[src/shared/pso_pkg.sv]
// Shared types and constants for the pipelined sample output port
package pso_pkg;

    // ----------------------------------------------------------------
    // Widths and depths
    // ----------------------------------------------------------------
    localparam int CODE_W      = 8;
    localparam int LEVEL_W     = 10;
    localparam int FIFO_DEPTH  = 16;
    localparam int SYNC_STAGES = 3;

    // ----------------------------------------------------------------
    // Code values and reset values
    // ----------------------------------------------------------------
    localparam logic [CODE_W-1:0]  CODE_ALL_ZEROS = 8'h00;
    localparam logic [CODE_W-1:0]  CODE_ALL_ONES  = 8'hFF;
    localparam logic [CODE_W-1:0]  CODE_RESET     = 8'h00;
    localparam logic [LEVEL_W-1:0] LEVEL_RESET    = 10'h000;
    localparam logic               CONV_CLK_RESET = 1'b0;
    localparam logic               OE_B_RESET     = 1'b1;

    // ----------------------------------------------------------------
    // Timing
    // ----------------------------------------------------------------
    localparam int MCLK_PERIOD_NS  = 40;
    localparam int MAX_RATE_MSPS   = 30;
    // Half-cycle count of the conversion clock: fall to third rise
    localparam int LATENCY_HALVES  = 5;
    localparam int LATENCY_RISES   = (LATENCY_HALVES + 1) / 2;

    // ----------------------------------------------------------------
    // Carriers
    // ----------------------------------------------------------------
    typedef struct packed {
        logic [LEVEL_W-1:0] sample;
        logic [LEVEL_W-1:0] top;
        logic [LEVEL_W-1:0] bottom;
    } pso_levels_t;

    typedef struct packed {
        logic              valid;
        logic [CODE_W-1:0] code;
    } pso_code_t;

endpackage

[src/pso_fifo.sv]
// Parameterised valid/ready FIFO for conversion codes
`timescale 1ns/1ps
module pso_fifo
    import pso_pkg::*;
#(
    parameter int WIDTH = CODE_W,
    parameter int DEPTH = FIFO_DEPTH
) (
    // Clock and reset
    input  wire logic             clk,
    input  wire logic             rst_b,
    // Fill side
    input  wire logic             in_valid,
    output logic                  in_ready,
    input  wire logic [WIDTH-1:0] in_data,
    // Drain side
    output logic                  out_valid,
    input  wire logic             out_ready,
    output logic [WIDTH-1:0]      out_data
);

    localparam int AW = $clog2(DEPTH);

    typedef struct packed {
        logic [DEPTH-1:0][WIDTH-1:0] mem;
        logic [AW-1:0]               wr_ptr;
        logic [AW-1:0]               rd_ptr;
        logic [AW:0]                 count;
    } pso_fifo_state_t;

    pso_fifo_state_t st_reg;
    pso_fifo_state_t st_next;

    logic push;
    logic pop;

    always_comb begin
        in_ready  = (st_reg.count != (AW+1)'(DEPTH));
        out_valid = (st_reg.count != '0);
        out_data  = st_reg.mem[st_reg.rd_ptr];
        push      = in_valid && in_ready;
        pop       = out_valid && out_ready;
        st_next   = st_reg;
        if (push) begin
            st_next.mem[st_reg.wr_ptr] = in_data;
            st_next.wr_ptr             = st_reg.wr_ptr + AW'(1);
        end
        if (pop) begin
            st_next.rd_ptr = st_reg.rd_ptr + AW'(1);
        end
        if (push && !pop) begin
            st_next.count = st_reg.count + (AW+1)'(1);
        end else if (pop && !push) begin
            st_next.count = st_reg.count - (AW+1)'(1);
        end
    end

    always_ff @(posedge clk or negedge rst_b) begin
        if (!rst_b) begin
            st_reg <= '0;
        end else begin
            st_reg <= st_next;
        end
    end

endmodule

[src/pso_top.sv]
// Digital side of an 8-bit pipelined sampling converter
// Contract
// - Sample on each conversion-clock fall and present its code 2.5 cycles later.
// - Every result is an 8-bit word, at conversion rates up to a quarter of MCLK (6.25 MSPS), short of the 30 MSPS top rate.
// - Inputs below the bottom level give all zeros, above the top level all ones.
// - Conversion runs for as long as conversion-clock edges arrive, with no start command.
// - Output enable low drives the code pins, high releases them.
// - A fresh code appears each cycle, lagging its own sample by the fixed latency.
// - Codes change only after a conversion-clock rise; the old code holds until then.
`timescale 1ns/1ps
module pso_top
    import pso_pkg::*;
(
    // System clock and reset
    input  wire logic               MCLK,
    input  wire logic               RST_B,
    // Conversion clock from the capture side
    input  wire logic               CONV_CLK,
    // Quantised front-end levels
    input  wire logic [LEVEL_W-1:0] ANALOG_SAMPLE_INPUT,
    input  wire logic [LEVEL_W-1:0] TOP_REFERENCE_LEVEL,
    input  wire logic [LEVEL_W-1:0] BOTTOM_REFERENCE_LEVEL,
    // Output enable, active low
    input  wire logic               OUTPUT_ENABLE_B,
    // Code pins, three signals per two-state-plus-release pin group
    output logic [CODE_W-1:0]       CODE_OUT,
    output logic [CODE_W-1:0]       CODE_OE,
    output logic                    CODE_IN_UNUSED_B
);

    // ----------------------------------------------------------------
    // State
    // ----------------------------------------------------------------
    typedef struct packed {
        logic [SYNC_STAGES-1:0]              clk_sync;
        logic [SYNC_STAGES-1:0]              oe_b_sync;
        logic [SYNC_STAGES-1:0][LEVEL_W-1:0] smp_sync;
        logic [SYNC_STAGES-1:0][LEVEL_W-1:0] top_sync;
        logic [SYNC_STAGES-1:0][LEVEL_W-1:0] bot_sync;
        logic                                clk_level;
        logic                                oe_b_level;
        pso_code_t                           stage_a;
        pso_code_t                           stage_b;
        logic [CODE_W-1:0]                   code_out;
        logic [CODE_W-1:0]                   code_oe;
    } pso_state_t;

    pso_state_t st_reg;
    pso_state_t st_next;

    // ----------------------------------------------------------------
    // Quantiser
    // ----------------------------------------------------------------
    // Scales the sample into the reference span; clips outside it
    function automatic logic [CODE_W-1:0] quantise(input pso_levels_t lv);
        logic [LEVEL_W-1:0]          span;
        logic [LEVEL_W-1:0]          offs;
        logic [LEVEL_W+CODE_W-1:0]   prod;
        logic [LEVEL_W+CODE_W-1:0]   quot;
        span = lv.top - lv.bottom;
        offs = lv.sample - lv.bottom;
        prod = (LEVEL_W+CODE_W)'(offs) * (LEVEL_W+CODE_W)'(CODE_ALL_ONES);
        quot = '0;
        if (lv.sample < lv.bottom) begin
            quantise = CODE_ALL_ZEROS;
        end else if (lv.sample >= lv.top) begin
            quantise = CODE_ALL_ONES;
        end else begin
            // Span is non-zero here since bottom <= sample < top
            quot     = prod / (LEVEL_W+CODE_W)'(span);
            quantise = quot[CODE_W-1:0];
        end
    endfunction

    // ----------------------------------------------------------------
    // Edge detection and sampling
    // ----------------------------------------------------------------
    logic          clk_agree;
    logic          conv_fall;
    logic          conv_rise;
    logic          oe_agree;
    pso_levels_t   levels;
    logic [CODE_W-1:0] sample_code;

    // Fifo handshake
    logic              fifo_in_ready;
    logic              fifo_out_valid;
    logic [CODE_W-1:0] fifo_out_data;
    logic              push_valid;
    logic              pop_ready;

    always_comb begin
        clk_agree   = (st_reg.clk_sync[1] == st_reg.clk_sync[2]);
        oe_agree    = (st_reg.oe_b_sync[1] == st_reg.oe_b_sync[2]);
        // Edge only once stages two and three agree, which filters glitches
        conv_fall   = clk_agree && st_reg.clk_level && !st_reg.clk_sync[2];
        conv_rise   = clk_agree && !st_reg.clk_level && st_reg.clk_sync[2];
        levels.sample = st_reg.smp_sync[2];
        levels.top    = st_reg.top_sync[2];
        levels.bottom = st_reg.bot_sync[2];
        sample_code   = quantise(levels);
        // Each fall takes a sample with no start command
        push_valid    = conv_fall;
        pop_ready     = conv_rise;
    end

    // Codes wait here from the fall until the next rise moves them on
    pso_fifo #(
        .WIDTH (CODE_W),
        .DEPTH (FIFO_DEPTH)
    ) u_fifo (
        .clk       (MCLK),
        .rst_b     (RST_B),
        .in_valid  (push_valid),
        .in_ready  (fifo_in_ready),
        .in_data   (sample_code),
        .out_valid (fifo_out_valid),
        .out_ready (pop_ready),
        .out_data  (fifo_out_data)
    );

    // ----------------------------------------------------------------
    // Pipeline and output stage
    // ----------------------------------------------------------------
    always_comb begin
        st_next = st_reg;

        // Three-stage synchronisers; stage one feeds stage two only
        st_next.clk_sync  = {st_reg.clk_sync[1:0], CONV_CLK};
        st_next.oe_b_sync = {st_reg.oe_b_sync[1:0], OUTPUT_ENABLE_B};
        st_next.smp_sync  = {st_reg.smp_sync[1:0], ANALOG_SAMPLE_INPUT};
        st_next.top_sync  = {st_reg.top_sync[1:0], TOP_REFERENCE_LEVEL};
        st_next.bot_sync  = {st_reg.bot_sync[1:0], BOTTOM_REFERENCE_LEVEL};

        if (clk_agree) begin
            st_next.clk_level = st_reg.clk_sync[2];
        end
        if (oe_agree) begin
            st_next.oe_b_level = st_reg.oe_b_sync[2];
        end

        // A sample is lost only if the fifo is full, which cannot last
        // because every rise drains one entry
        if (push_valid && !fifo_in_ready) begin
            st_next.stage_a.valid = 1'b0;
        end

        // Rise one takes the code, rise two moves it, rise three shows it
        if (conv_rise) begin
            if (fifo_out_valid) begin
                st_next.stage_a.valid = 1'b1;
                st_next.stage_a.code  = fifo_out_data;
            end
            st_next.stage_b  = st_reg.stage_a;
            if (st_reg.stage_b.valid) begin
                st_next.code_out = st_reg.stage_b.code;
            end
        end

        // Pin release follows the filtered enable level
        st_next.code_oe = {CODE_W{!st_next.oe_b_level}};
    end

    always_ff @(posedge MCLK or negedge RST_B) begin
        if (!RST_B) begin
            st_reg.clk_sync   <= {SYNC_STAGES{CONV_CLK_RESET}};
            st_reg.oe_b_sync  <= {SYNC_STAGES{OE_B_RESET}};
            st_reg.smp_sync   <= {SYNC_STAGES{LEVEL_RESET}};
            st_reg.top_sync   <= {SYNC_STAGES{LEVEL_RESET}};
            st_reg.bot_sync   <= {SYNC_STAGES{LEVEL_RESET}};
            st_reg.clk_level  <= CONV_CLK_RESET;
            st_reg.oe_b_level <= OE_B_RESET;
            st_reg.stage_a    <= '0;
            st_reg.stage_b    <= '0;
            st_reg.code_out   <= CODE_RESET;
            st_reg.code_oe    <= '0;
        end else begin
            st_reg <= st_next;
        end
    end

    // ----------------------------------------------------------------
    // Outputs
    // ----------------------------------------------------------------
    // Pins are output only; the input leg is flagged unused only while the pins are driven
    always_comb begin
        CODE_OUT         = st_reg.code_out;
        CODE_OE          = st_reg.code_oe;
        CODE_IN_UNUSED_B = st_reg.oe_b_level;
    end

endmodule

[config.mk]
export PLATFORM = sky130hd
export DESIGN_NAME = pso_top
export DESIGN_NICKNAME = d
export VERILOG_FILES = /design/src/shared/pso_pkg.sv /design/src/pso_fifo.sv /design/src/pso_top.sv
export SDC_FILE = /design/constraint.sdc
export NUM_CORES = 1
export LEC_CHECK = 0
export ABC_AREA = 1
export BUFFER_PORTS_ARGS = -buffer_cell sky130_fd_sc_hd__buf_2
export CORE_ASPECT_RATIO = 2
export CORE_MARGIN = 4
export CORE_UTILIZATION = 39
export DETAILED_ROUTE_END_ITERATION = 12
export PLACE_DENSITY = 0.62
export SYNTH_ARGS = -nofsm -noshare
export SYNTH_HDL_FRONTEND = slang
export SYNTH_SLANG_ARGS = --single-unit
[constraint.sdc]
create_clock -name MCLK -period 104.2 [get_ports MCLK]
set_clock_uncertainty 0.2 [all_clocks]
set_input_delay 15.63 -clock MCLK [delete_from_list [all_inputs] [get_ports MCLK]]
set_output_delay 15.63 -clock MCLK [all_outputs]
set_load 0.03 [all_outputs]
==> results of run 1 <==
worst paths after layout:
| check | end | slack (ns) | cells after the start |
|---|---|---|---|
| setup reg to reg | u_fifo.st_reg[13] | 60.76 | 286 |
| hold reg to reg | levels[14] | 0.15 | 0 |
| setup / recovery | u_fifo.st_reg[13] | 60.76 | 286 |
| max in group asynchronous | u_fifo.st_reg[99] | 86.37 | 3 |
| min in group asynchronous | st_next[84] | 14.93 | 1 |
| hold / removal | levels[14] | 0.15 | 0 |
critical path, delay by kind of cell (launching register included):
kind / cells / cell delay, ns
AO/OA/AOI/OAI: 96 / 15.95
XOR/XNOR: 3 / 1.26
adder cells (fa/ha/maj): 24 / 7.64
buffers and inverters: 47 / 4.07
flip-flops: 1 / 0.40
AND/OR/NAND/NOR: 116 / 13.65
cell usage in the layout, fill, tap and decap left out, types with 5 or more instances in the layout:
cell       Yosys  routed
a31oi_1       17      17
o21bai_1      19      18
a21oi_2        5       5
nand2_1      576     576
nor3_1        11      11
nand4_1       17      17
xnor2_1       48      46
inv_1        328     328
nor2_1       179     179
nand2_2       25      25
nor2_4         5       5
nand3_1      108     108
o31ai_1        9       9
o221ai_1      21      21
o21ai_0      270     270
nand3_2       29      29
a21oi_1       70      70
clkinv_4       1       6
nand2_4        6       6
nor2_2         8       8
clkbuf_16      0      27
ha_1         220     220
buf_4         16      16
o21a_1        11      11
or2_2         13      13
fa_1          24      24
o21ai_1       26      26
o211ai_1      11      11
nand3b_1       9       9
xor2_1        80      79
o22ai_1       11      11
inv_2         13      13
dfrtp_1      262     262
buf_2          3      49
a21o_1        32      32
layer usage:
layer	GRT usage [%]	up-vias	part of all wire [%]
met5	0	-	0
met4	10.58	0	6.1
met3	1.688	174	2.6
met2	37.82	327	56
met1	17.83	8001	35
li1	-	8485	-
through the flow:
step,setup WS (ns),hold WS (ns),cells,utilization [%],instance area [um^2]
after detailed placement,60.92,0.1347,3227,41.23,21070
final,60.76,0.1482,3276,43.10,22020
after floorplan,65.36,0.1312,2591,-,20230
after CTS,60.73,0.1491,3275,43.10,22020
after global placement,62.63,0.1321,3227,41.23,21070
after global routing,55.60,0.1564,3275,43.10,22020
kinds of logic (layout without fill, tap and decap cells):
kind of cell | after synthesis | in the layout | synth area share, %
compound gates | 517 | 517 | 14.78
mux | 1 | 1 | 0.05565
buf+inv | 429 | 459 | 8.373
flops | 266 | 266 | 32.92
other cells | 0 | 1 | 0
simple gates | 1006 | 1006 | 22.35
fa+ha+maj | 244 | 244 | 15.98
xor+xnor | 128 | 128 | 5.540
final cells by class:
class / instances / area, um^2
fill: 5032 / 29070
multi-input combinational: 1896 / 11910
antenna: 1 / 2.502
tap: 654 / 818.3
sequential: 266 / 6661
timing repair buffer: 66 / 380.4
inverter: 345 / 1300
clock buffer: 33 / 738.2
clock inverter: 15 / 216.5
==> flow_metrics.tcl, run 1 <==
set metrics [dict create \
    outcome "finished clean" \
    drt-initial-drc-count 724 \
    min_path_type "register to register" \
    worst_pin_slew_ns 1.214 \
    setup_viol 0 \
    ys_warn_count 0 \
    end_kind "register" \
    grt_pass1_wl_um 84720 \
    yosys_most_used_dff "dfrtp_1" \
    postCtsSetupRepairBufs 0 \
    tritoncts "yes" \
    worstSetupStartpoint "levels[0]" \
    crit_slowest_cell "xor2_1" \
    num_io_pins 51 \
    clk_path_buf_depth 3 \
    place.gp.congestion 0.8839 \
    die_area_mm2 0.05581 \
    cts-root-buf "clkbuf_16" \
    initial_utilization_pct 39.61 \
    num-nets-final 2879 \
    period_share_pct 41.69 \
    cap_violations 0 \
    core_area_mm2 0.05109 \
    timing.fmax_mhz 23.02 \
    period_minus_slack_ns 43.44 \
    crit_required_ns 104.43 \
    rsz0062_at_grt "false" \
    cpMostUsedCell "nand2_1" \
    grt_max_degree 115 \
    cts_resized 0 \
    slew_headroom_pct 19.02 \
    via_per_inst 5.185 \
    arrival_ns 43.68 \
    worstPathMaxFanout 19 \
    worst_hold_startpoint "st_next[90]" \
    ant_nets 0 \
    hold_buffers 0 \
    syn_to_final_growth_pct 8.836 \
    syn_area_mm2 0.02023 \
    synthCells 2591 \
    cts_sinks 266 \
    place_hpwl_um 41180 \
    yosysMostFrequentCell "nand2_1" \
    fin_setup_tns_ns 0 \
    cp_slowest_stage_delay_ns 0.71 \
    vias 16990 \
    rows 117 \
    async_flop_share_pct 100.0 \
    die_h_um 330.1 \
    routed_wl_um 52300 \
    postSynthAreaPerCell_um2 7.809 \
    drc_errors 0 \
    clk_latency_ns 0.55 \
    final_max_slew_viol_count 0 \
    crit_type "register to register" \
    grt-ovfl-total 0 \
    cp-start-kind "register" \
    synthesis.nets 2869 \
    yosys-top-cells-area "dfrtp_1, ha_1, nand2_1" \
    cts_max_level 1 \
    synthTopCellsByCount "nand2_1, inv_1, o21ai_0, dfrtp_1, ha_1" \
    largest_reg_flops 141 \
    antenna_found_initial 1 \
    worstReg2RegStart "levels[0]" \
    yosysTopAreaCell "dfrtp_1" \
    synth_top_area_share_pct 32.40 \
    ys_seq_elements 266 \
    ys_seq_area_share_pct 32.92 \
    numCtsBuffers 26 \
    die_x_um 169.1 \
    drt_first_pass_iters 5 \
    hold_viol 0 \
    synth-edff-count 0 \
    clk_pin_slew_worst_paths_ns 0.07 \
    track_usage_pct 18.66 \
    drive_above_1_share_pct 9.119 \
    io_buffer_count 50 \
    grt_pass1_vias 17530 \
    wire_per_inst_um 15.96 \
    yosysUniqueCellTypes 62 \
]
Power of run 1 is not shown: default switching activity piles up to over one toggle a cycle in this logic, so the estimate is an artifact.
==> run 2: changes to the inputs <==
--- a/config.mk
+++ b/config.mk
@@ -5,7 +5,7 @@
 export SDC_FILE = /design/constraint.sdc
 export NUM_CORES = 1
 export LEC_CHECK = 0
-export ABC_AREA = 1
+export ABC_AREA = 0
 export BUFFER_PORTS_ARGS = -buffer_cell sky130_fd_sc_hd__buf_2
 export CORE_ASPECT_RATIO = 2
 export CORE_MARGIN = 4
==> constraint.sdc (replaced) <==
create_clock -name MCLK -period 41.3 [get_ports MCLK]
set_clock_uncertainty 0.2 [all_clocks]
set_input_delay 6.195 -clock MCLK [delete_from_list [all_inputs] [get_ports MCLK]]
set_output_delay 6.195 -clock MCLK [all_outputs]
set_load 0.03 [all_outputs]
==> flow_metrics.tcl, run 2 <==
set metrics [dict create \
    initial_utilization_pct 39.39 \
    fill_cells 4851 \
    synthesis.nets 2442 \
    arrival_ns 39.73 \
    vias 16900 \
    slew_headroom_pct 10.63 \
    outcome "finished clean" \
    worst_pin_slew_ns 1.320 \
    regArea_mm2 0.006664 \
    numCtsBuffers 20 \
    worstRegToRegCells 212 \
    synth-edff-count 0 \
    timing.fmax_mhz 25.29 \
    dr_wl_met2_um 31340 \
    grt_max_degree 110 \
    ant_nets 0 \
    hold_viol 0 \
    place_ws_ns -0.8637 \
    ys_seq_elements 266 \
    hold_buffers 0 \
    drt-initial-drc-count 717 \
    synth_top_area_share_pct 32.21 \
    clk_latency_ns 0.52 \
    clk_path_buf_depth 3 \
    r2r_slack_ns 1.76 \
    worstReg2RegStart "levels[4]" \
    async_flop_share_pct 100.0 \
    period_share_pct 95.75 \
    tritoncts "yes" \
    synthTopCellsByCount "nand2_1, dfrtp_1, ha_1, o21ai_0, inv_1" \
    drc_errors 0 \
    end_kind "register" \
    postSynthAreaPerCell_um2 9.407 \
    yosysUniqueCellTypes 99 \
    period_minus_slack_ns 39.54 \
    synthCells 2164 \
    drive_above_1_share_pct 24.78 \
    core_area_mm2 0.05167 \
    die_x_um 169.6 \
    ys_seq_area_share_pct 32.72 \
    grt_pass1_vias 17730 \
    wire_per_inst_um 18.44 \
    min_to "levels[25]" \
    cpMostUsedCell "o21a_1" \
    io_buffer_count 50 \
    crit_type "register to register" \
    die_h_um 331.1 \
    grt-ovfl-total 0 \
    syn_to_final_growth_pct 19.00 \
    setup_slack_ns 1.756 \
    worst_hold_startpoint "st_next[121]" \
    worstSetupStartpoint "levels[4]" \
    rows 118 \
    hold_depth 0 \
    final_max_slew_viol_count 0 \
    crit_required_ns 41.48 \
    cp_slowest_stage_delay_ns 0.54 \
    yosys-top-cells-area "dfrtp_1, ha_1, nand2_1" \
    yosysTopAreaCell "dfrtp_1" \
    maxUsedRoutingLayer "met4" \
    yosys_most_used_dff "dfrtp_1" \
    track_usage_pct 19.34 \
    layout_commonest_cell "nand2_1" \
    clk_pin_slew_worst_paths_ns 0.08 \
    grt_pass1_wl_um 88460 \
    place_hpwl_um 42680 \
    cts_max_level 1 \
    min_path_type "register to register" \
    largest_reg_flops 141 \
    cts_sinks 266 \
    routed_wl_um 55780 \
    num_io_pins 51 \
    ys_warn_count 0 \
    met3_length_um 1173 \
    drt_first_pass_iters 7 \
    die_area_mm2 0.05614 \
    most-common-layout-cells "nand2_1, dfrtp_1, ha_1, buf_4, o21ai_0" \
    cts-root-buf "clkbuf_16" \
    worstPathMaxFanout 8 \
    antenna_found_initial 1 \
    drt-met1-wl_um 19780 \
    diodes 0 \
    multi_input_area_mm2 0.01375 \
    crit_slowest_cell "or4_1" \
    yosysMostFrequentCell "nand2_1" \
    syn_area_mm2 0.02036 \
    cp-start-kind "register" \
    cap_violations 0 \
    r2r-end "u_fifo.st_reg[29]" \
    place.gp.congestion 0.9060 \
    via_per_inst 5.587 \
    setup_viol 0 \
    num-nets-final 2629 \
]
==> run 2: cell count changes in the layout (fill, tap and decap cells not counted), sizes merged, moves of 26 or more <==
cell | before | now
nand2 | 607 | 270
inv | 342 | 124
buf | 66 | 247
o21ai | 298 | 184
nand3 | 140 | 31
nor2 | 193 | 113
o21a | 11 | 68
nor3 | 12 | 59
mux2 | 1 | 46
a21oi | 76 | 118
mux4 | 0 | 40
o31ai | 9 | 35
xor2 | 80 | 54
==> run 2: stage by stage <==
stage               utilization, %  hold WS (ns)  TNS (ns)  instance area [um^2]  std cells
detailed placement           43.30        0.1347    -13.45                 22370       2950
global placement             43.30        0.1327   -0.1071                 22370       2950
CTS                          45.25        0.1465         0                 23380       3001
finish                       46.88        0.1410         0                 24230       3025
global route                 46.88        0.1554    -4.570                 24230       3025
floorplan                        -        0.1312         0                 20540       2164
==> run 2: routing by layer <==
layer  global-route usage (%)  vias up
li1                         -     8146
met1                    19.39     8271
met2                    38.42      323
met3                    1.274      161
met4                    11.12        0
met5                        0        -
==> run 2: cell type report <==
| cell class | instances | area share, % |
|---|---|---|
| Multi-Input combinational cell | 1690 | 56.76 |
| Sequential cell | 266 | 27.51 |
| Timing Repair Buffer | 248 | 7.380 |
| Tap cell | 660 | 3.409 |
| Clock buffer | 25 | 2.267 |
| Inverter | 125 | 1.937 |
| Clock inverter | 11 | 0.7437 |
==> run 2: logic make-up (layout without fill, tap and decap cells) <==
kind of cell    Yosys count  after routing  share of synthesized area, %
xor+xnor                118            118                         5.077
buf+inv                 208            409                         4.352
compound gates          592            592                         19.31
mux                     104            104                         7.935
simple gates            629            629                         14.57
flops                   266            266                         32.72
fa+ha+maj               247            247                         16.03
==> run 2: worst max-delay path: cells and delay by family, from the launching register on <==
family	cells	cell delay, ns
DFF	1	0.36
xor gates and xnor gates	2	0.17
AOI/OAI and AO/OA	112	19.70
and+or+nand+nor	57	9.54
adders and majority gates	23	6.55
muxes	4	1.19
buffers and inverters	14	1.62
==> run 2: worst max path at each step <==
| stage | to | slack (ns) | depth (start not counted) |
|---|---|---|---|
| 2_1_floorplan | u_fifo.st_reg[101] | 0.01 | 224 |
| 5_1_grt | u_fifo.st_reg[45] | -0.30 | 213 |
| 6_report | u_fifo.st_reg[29] | 1.76 | 212 |
| 3_5_place_dp | u_fifo.st_reg[45] | -0.86 | 206 |
| 3_3_place_gp | u_fifo.st_reg[45] | -0.01 | 207 |
| 4_1_cts | u_fifo.st_reg[21] | 0.01 | 211 |
==> run 2: timing repair <==
action,4_1_cts,5_1_grt
setup buffers,15,23
pin swaps,16,64
gates resized for setup,39,137
hold endpoints to repair,0,0
cloned,0,1
setup endpoints to repair,16,32
Power of run 2 is left out for the same reason.
==> run 3: changes to the inputs <==
--- a/config.mk
+++ b/config.mk
@@ -11,7 +11,6 @@
 export CORE_MARGIN = 4
 export CORE_UTILIZATION = 39
 export DETAILED_ROUTE_END_ITERATION = 12
-export PLACE_DENSITY = 0.62
 export SYNTH_ARGS = -nofsm -noshare
 export SYNTH_HDL_FRONTEND = slang
 export SYNTH_SLANG_ARGS = --single-unit
==> flow_metrics.tcl, run 3 (synthesized netlist as in run 2, its figures left out) <==
set metrics [dict create \
    worst_pin_slew_ns 1.285 \
    grt_use_met1_pct 18.97 \
    most-common-layout-cells "nand2_1, dfrtp_1, ha_1, buf_4, o21ai_0" \
    diodes 0 \
    grt_pass1_wl_um 87450 \
    period_minus_slack_ns 39.57 \
    arrival_ns 39.75 \
    crit_required_ns 41.48 \
    cpMostUsedCell "o21a_1" \
    final_cell_area_mm2 0.02398 \
    cp-start-kind "register" \
    drive_above_1_share_pct 23.45 \
    via_per_inst 5.563 \
    place_ws_ns -0.7128 \
    hold_viol 0 \
    cts-root-buf "clkbuf_16" \
    antenna_found_initial 1 \
    track_usage_pct 19.17 \
    crit_slowest_cell "fa_1" \
    core_area_mm2 0.05167 \
    die_area_mm2 0.05614 \
    place_hpwl_um 42210 \
    drt-initial-drc-count 698 \
    cts_max_level 1 \
    regArea_mm2 0.006664 \
    cap_violations 0 \
    clk_latency_ns 0.51 \
    met2_usage_pct 38.43 \
    drt_first_pass_iters 7 \
    slew_headroom_pct 14.33 \
    clk_path_buf_depth 3 \
    num-nets-final 2597 \
    die_h_um 331.1 \
    grt_pass1_vias 17270 \
    grt_max_degree 127 \
    multi_input_area_mm2 0.01379 \
    initial_utilization_pct 39.39 \
    timing.fmax_mhz 25.27 \
    wire_per_inst_um 18.49 \
    final_max_slew_viol_count 0 \
    place_area_mm2 0.02205 \
    cp_slowest_stage_delay_ns 0.54 \
    largest_reg_flops 141 \
    use_met3_pct 1.072 \
    numCtsBuffers 20 \
    min_path_type "register to register" \
    ant_nets 0 \
    busiest_layer "met2" \
    clk_pin_slew_worst_paths_ns 0.08 \
    setup_slack_ns 1.730 \
    setup_viol 0 \
    cts_sinks 266 \
    worstPathMaxFanout 8 \
    layout_commonest_cell "nand2_1" \
    outcome "finished clean" \
    tritoncts "yes" \
    crit_type "register to register" \
    place.gp.congestion 0.9050 \
    end_kind "register" \
    die_x_um 169.6 \
    grt-ovfl-total 0 \
    routed_wl_um 55340 \
    fill_cells 4916 \
    vias 16650 \
    rows 118 \
    io_buffer_count 50 \
    period_share_pct 95.81 \
    num_io_pins 51 \
    syn_to_final_growth_pct 17.80 \
    drc_errors 0 \
]
## run 3: cell count changes in the layout (fill, tap and decap cells not counted), moves of 3 or more
cell / before / now
a21oi_1: 86 / 90
a21oi_2: 28 / 23
o21ai_1: 17 / 20
buf_4: 193 / 160
nand3_1: 23 / 28
ha_2: 9 / 5
nand3_2: 7 / 2
o21ai_2: 9 / 5
ha_4: 11 / 16
## run 3: per-layer routing
layer | part of all wire [%] | vias to the layer above
li1 | - | 8098
met1 | 36 | 8081
met2 | 56 | 318
met3 | 2.0 | 154
met4 | 6.2 | 0
met5 | 0 | -
## run 3: per-stage QoR
stage                     util [%]  TNS (ns)  hold WS, ns  cells
after floorplan                  -         0       0.1312   2164
after global routing         46.41    -6.199       0.1462   2993
after CTS                    44.31         0       0.1425   2950
final                        46.41         0       0.1413   2993
after detailed placement     42.67    -11.15       0.1347   2906
after global placement       42.67         0       0.1325   2906
## run 3: repair_timing
| action | CTS | global route |
|---|---|---|
| setup buffers | 8 | 41 |
| gates resized for setup | 21 | 152 |
| cloned | 0 | 2 |
| pin swaps | 12 | 73 |
| hold buffers | 0 | 0 |
| endpoints found under the hold margin | 0 | 0 |
| endpoints found under the setup margin | 16 | 32 |
## run 3: worst paths after layout
path	end	cells after the start	slack, ns	startpoint
setup / recovery	u_fifo.st_reg[29]	212	1.73	levels[0]
hold / removal	levels[23]	0	0.14	st_next[119]
setup reg to reg	u_fifo.st_reg[29]	212	1.73	levels[0]
hold reg to reg	levels[23]	0	0.14	st_next[119]
max in group asynchronous	levels[1]	2	33.85	RST_B
min in group asynchronous	st_next[54]	1	5.54	RST_B
## run 3: area by class of cell
class                   instances  share of cell area, %
clock inverters                 8                 0.4435
flip-flops and latches        266                  27.79
inverters                     125                  1.957
repair buffers                215                  6.423
well taps                     660                  3.444
clock buffers                  28                  2.426
multi-input cells            1691                  57.52
## run 3: worst max-delay path, delay by kind of cell, from the launching register on
kind                       cells  cell delay (ns)
adders and majority gates     23             6.79
buffers and inverters         10             1.20
muxes                          3             0.95
and+or+nand+nor               56             8.97
AOI/OAI and AO/OA            115            19.86
DFF                            1             0.42
xor gates and xnor gates       5             0.98
Power of run 3 is left out for the same reason.
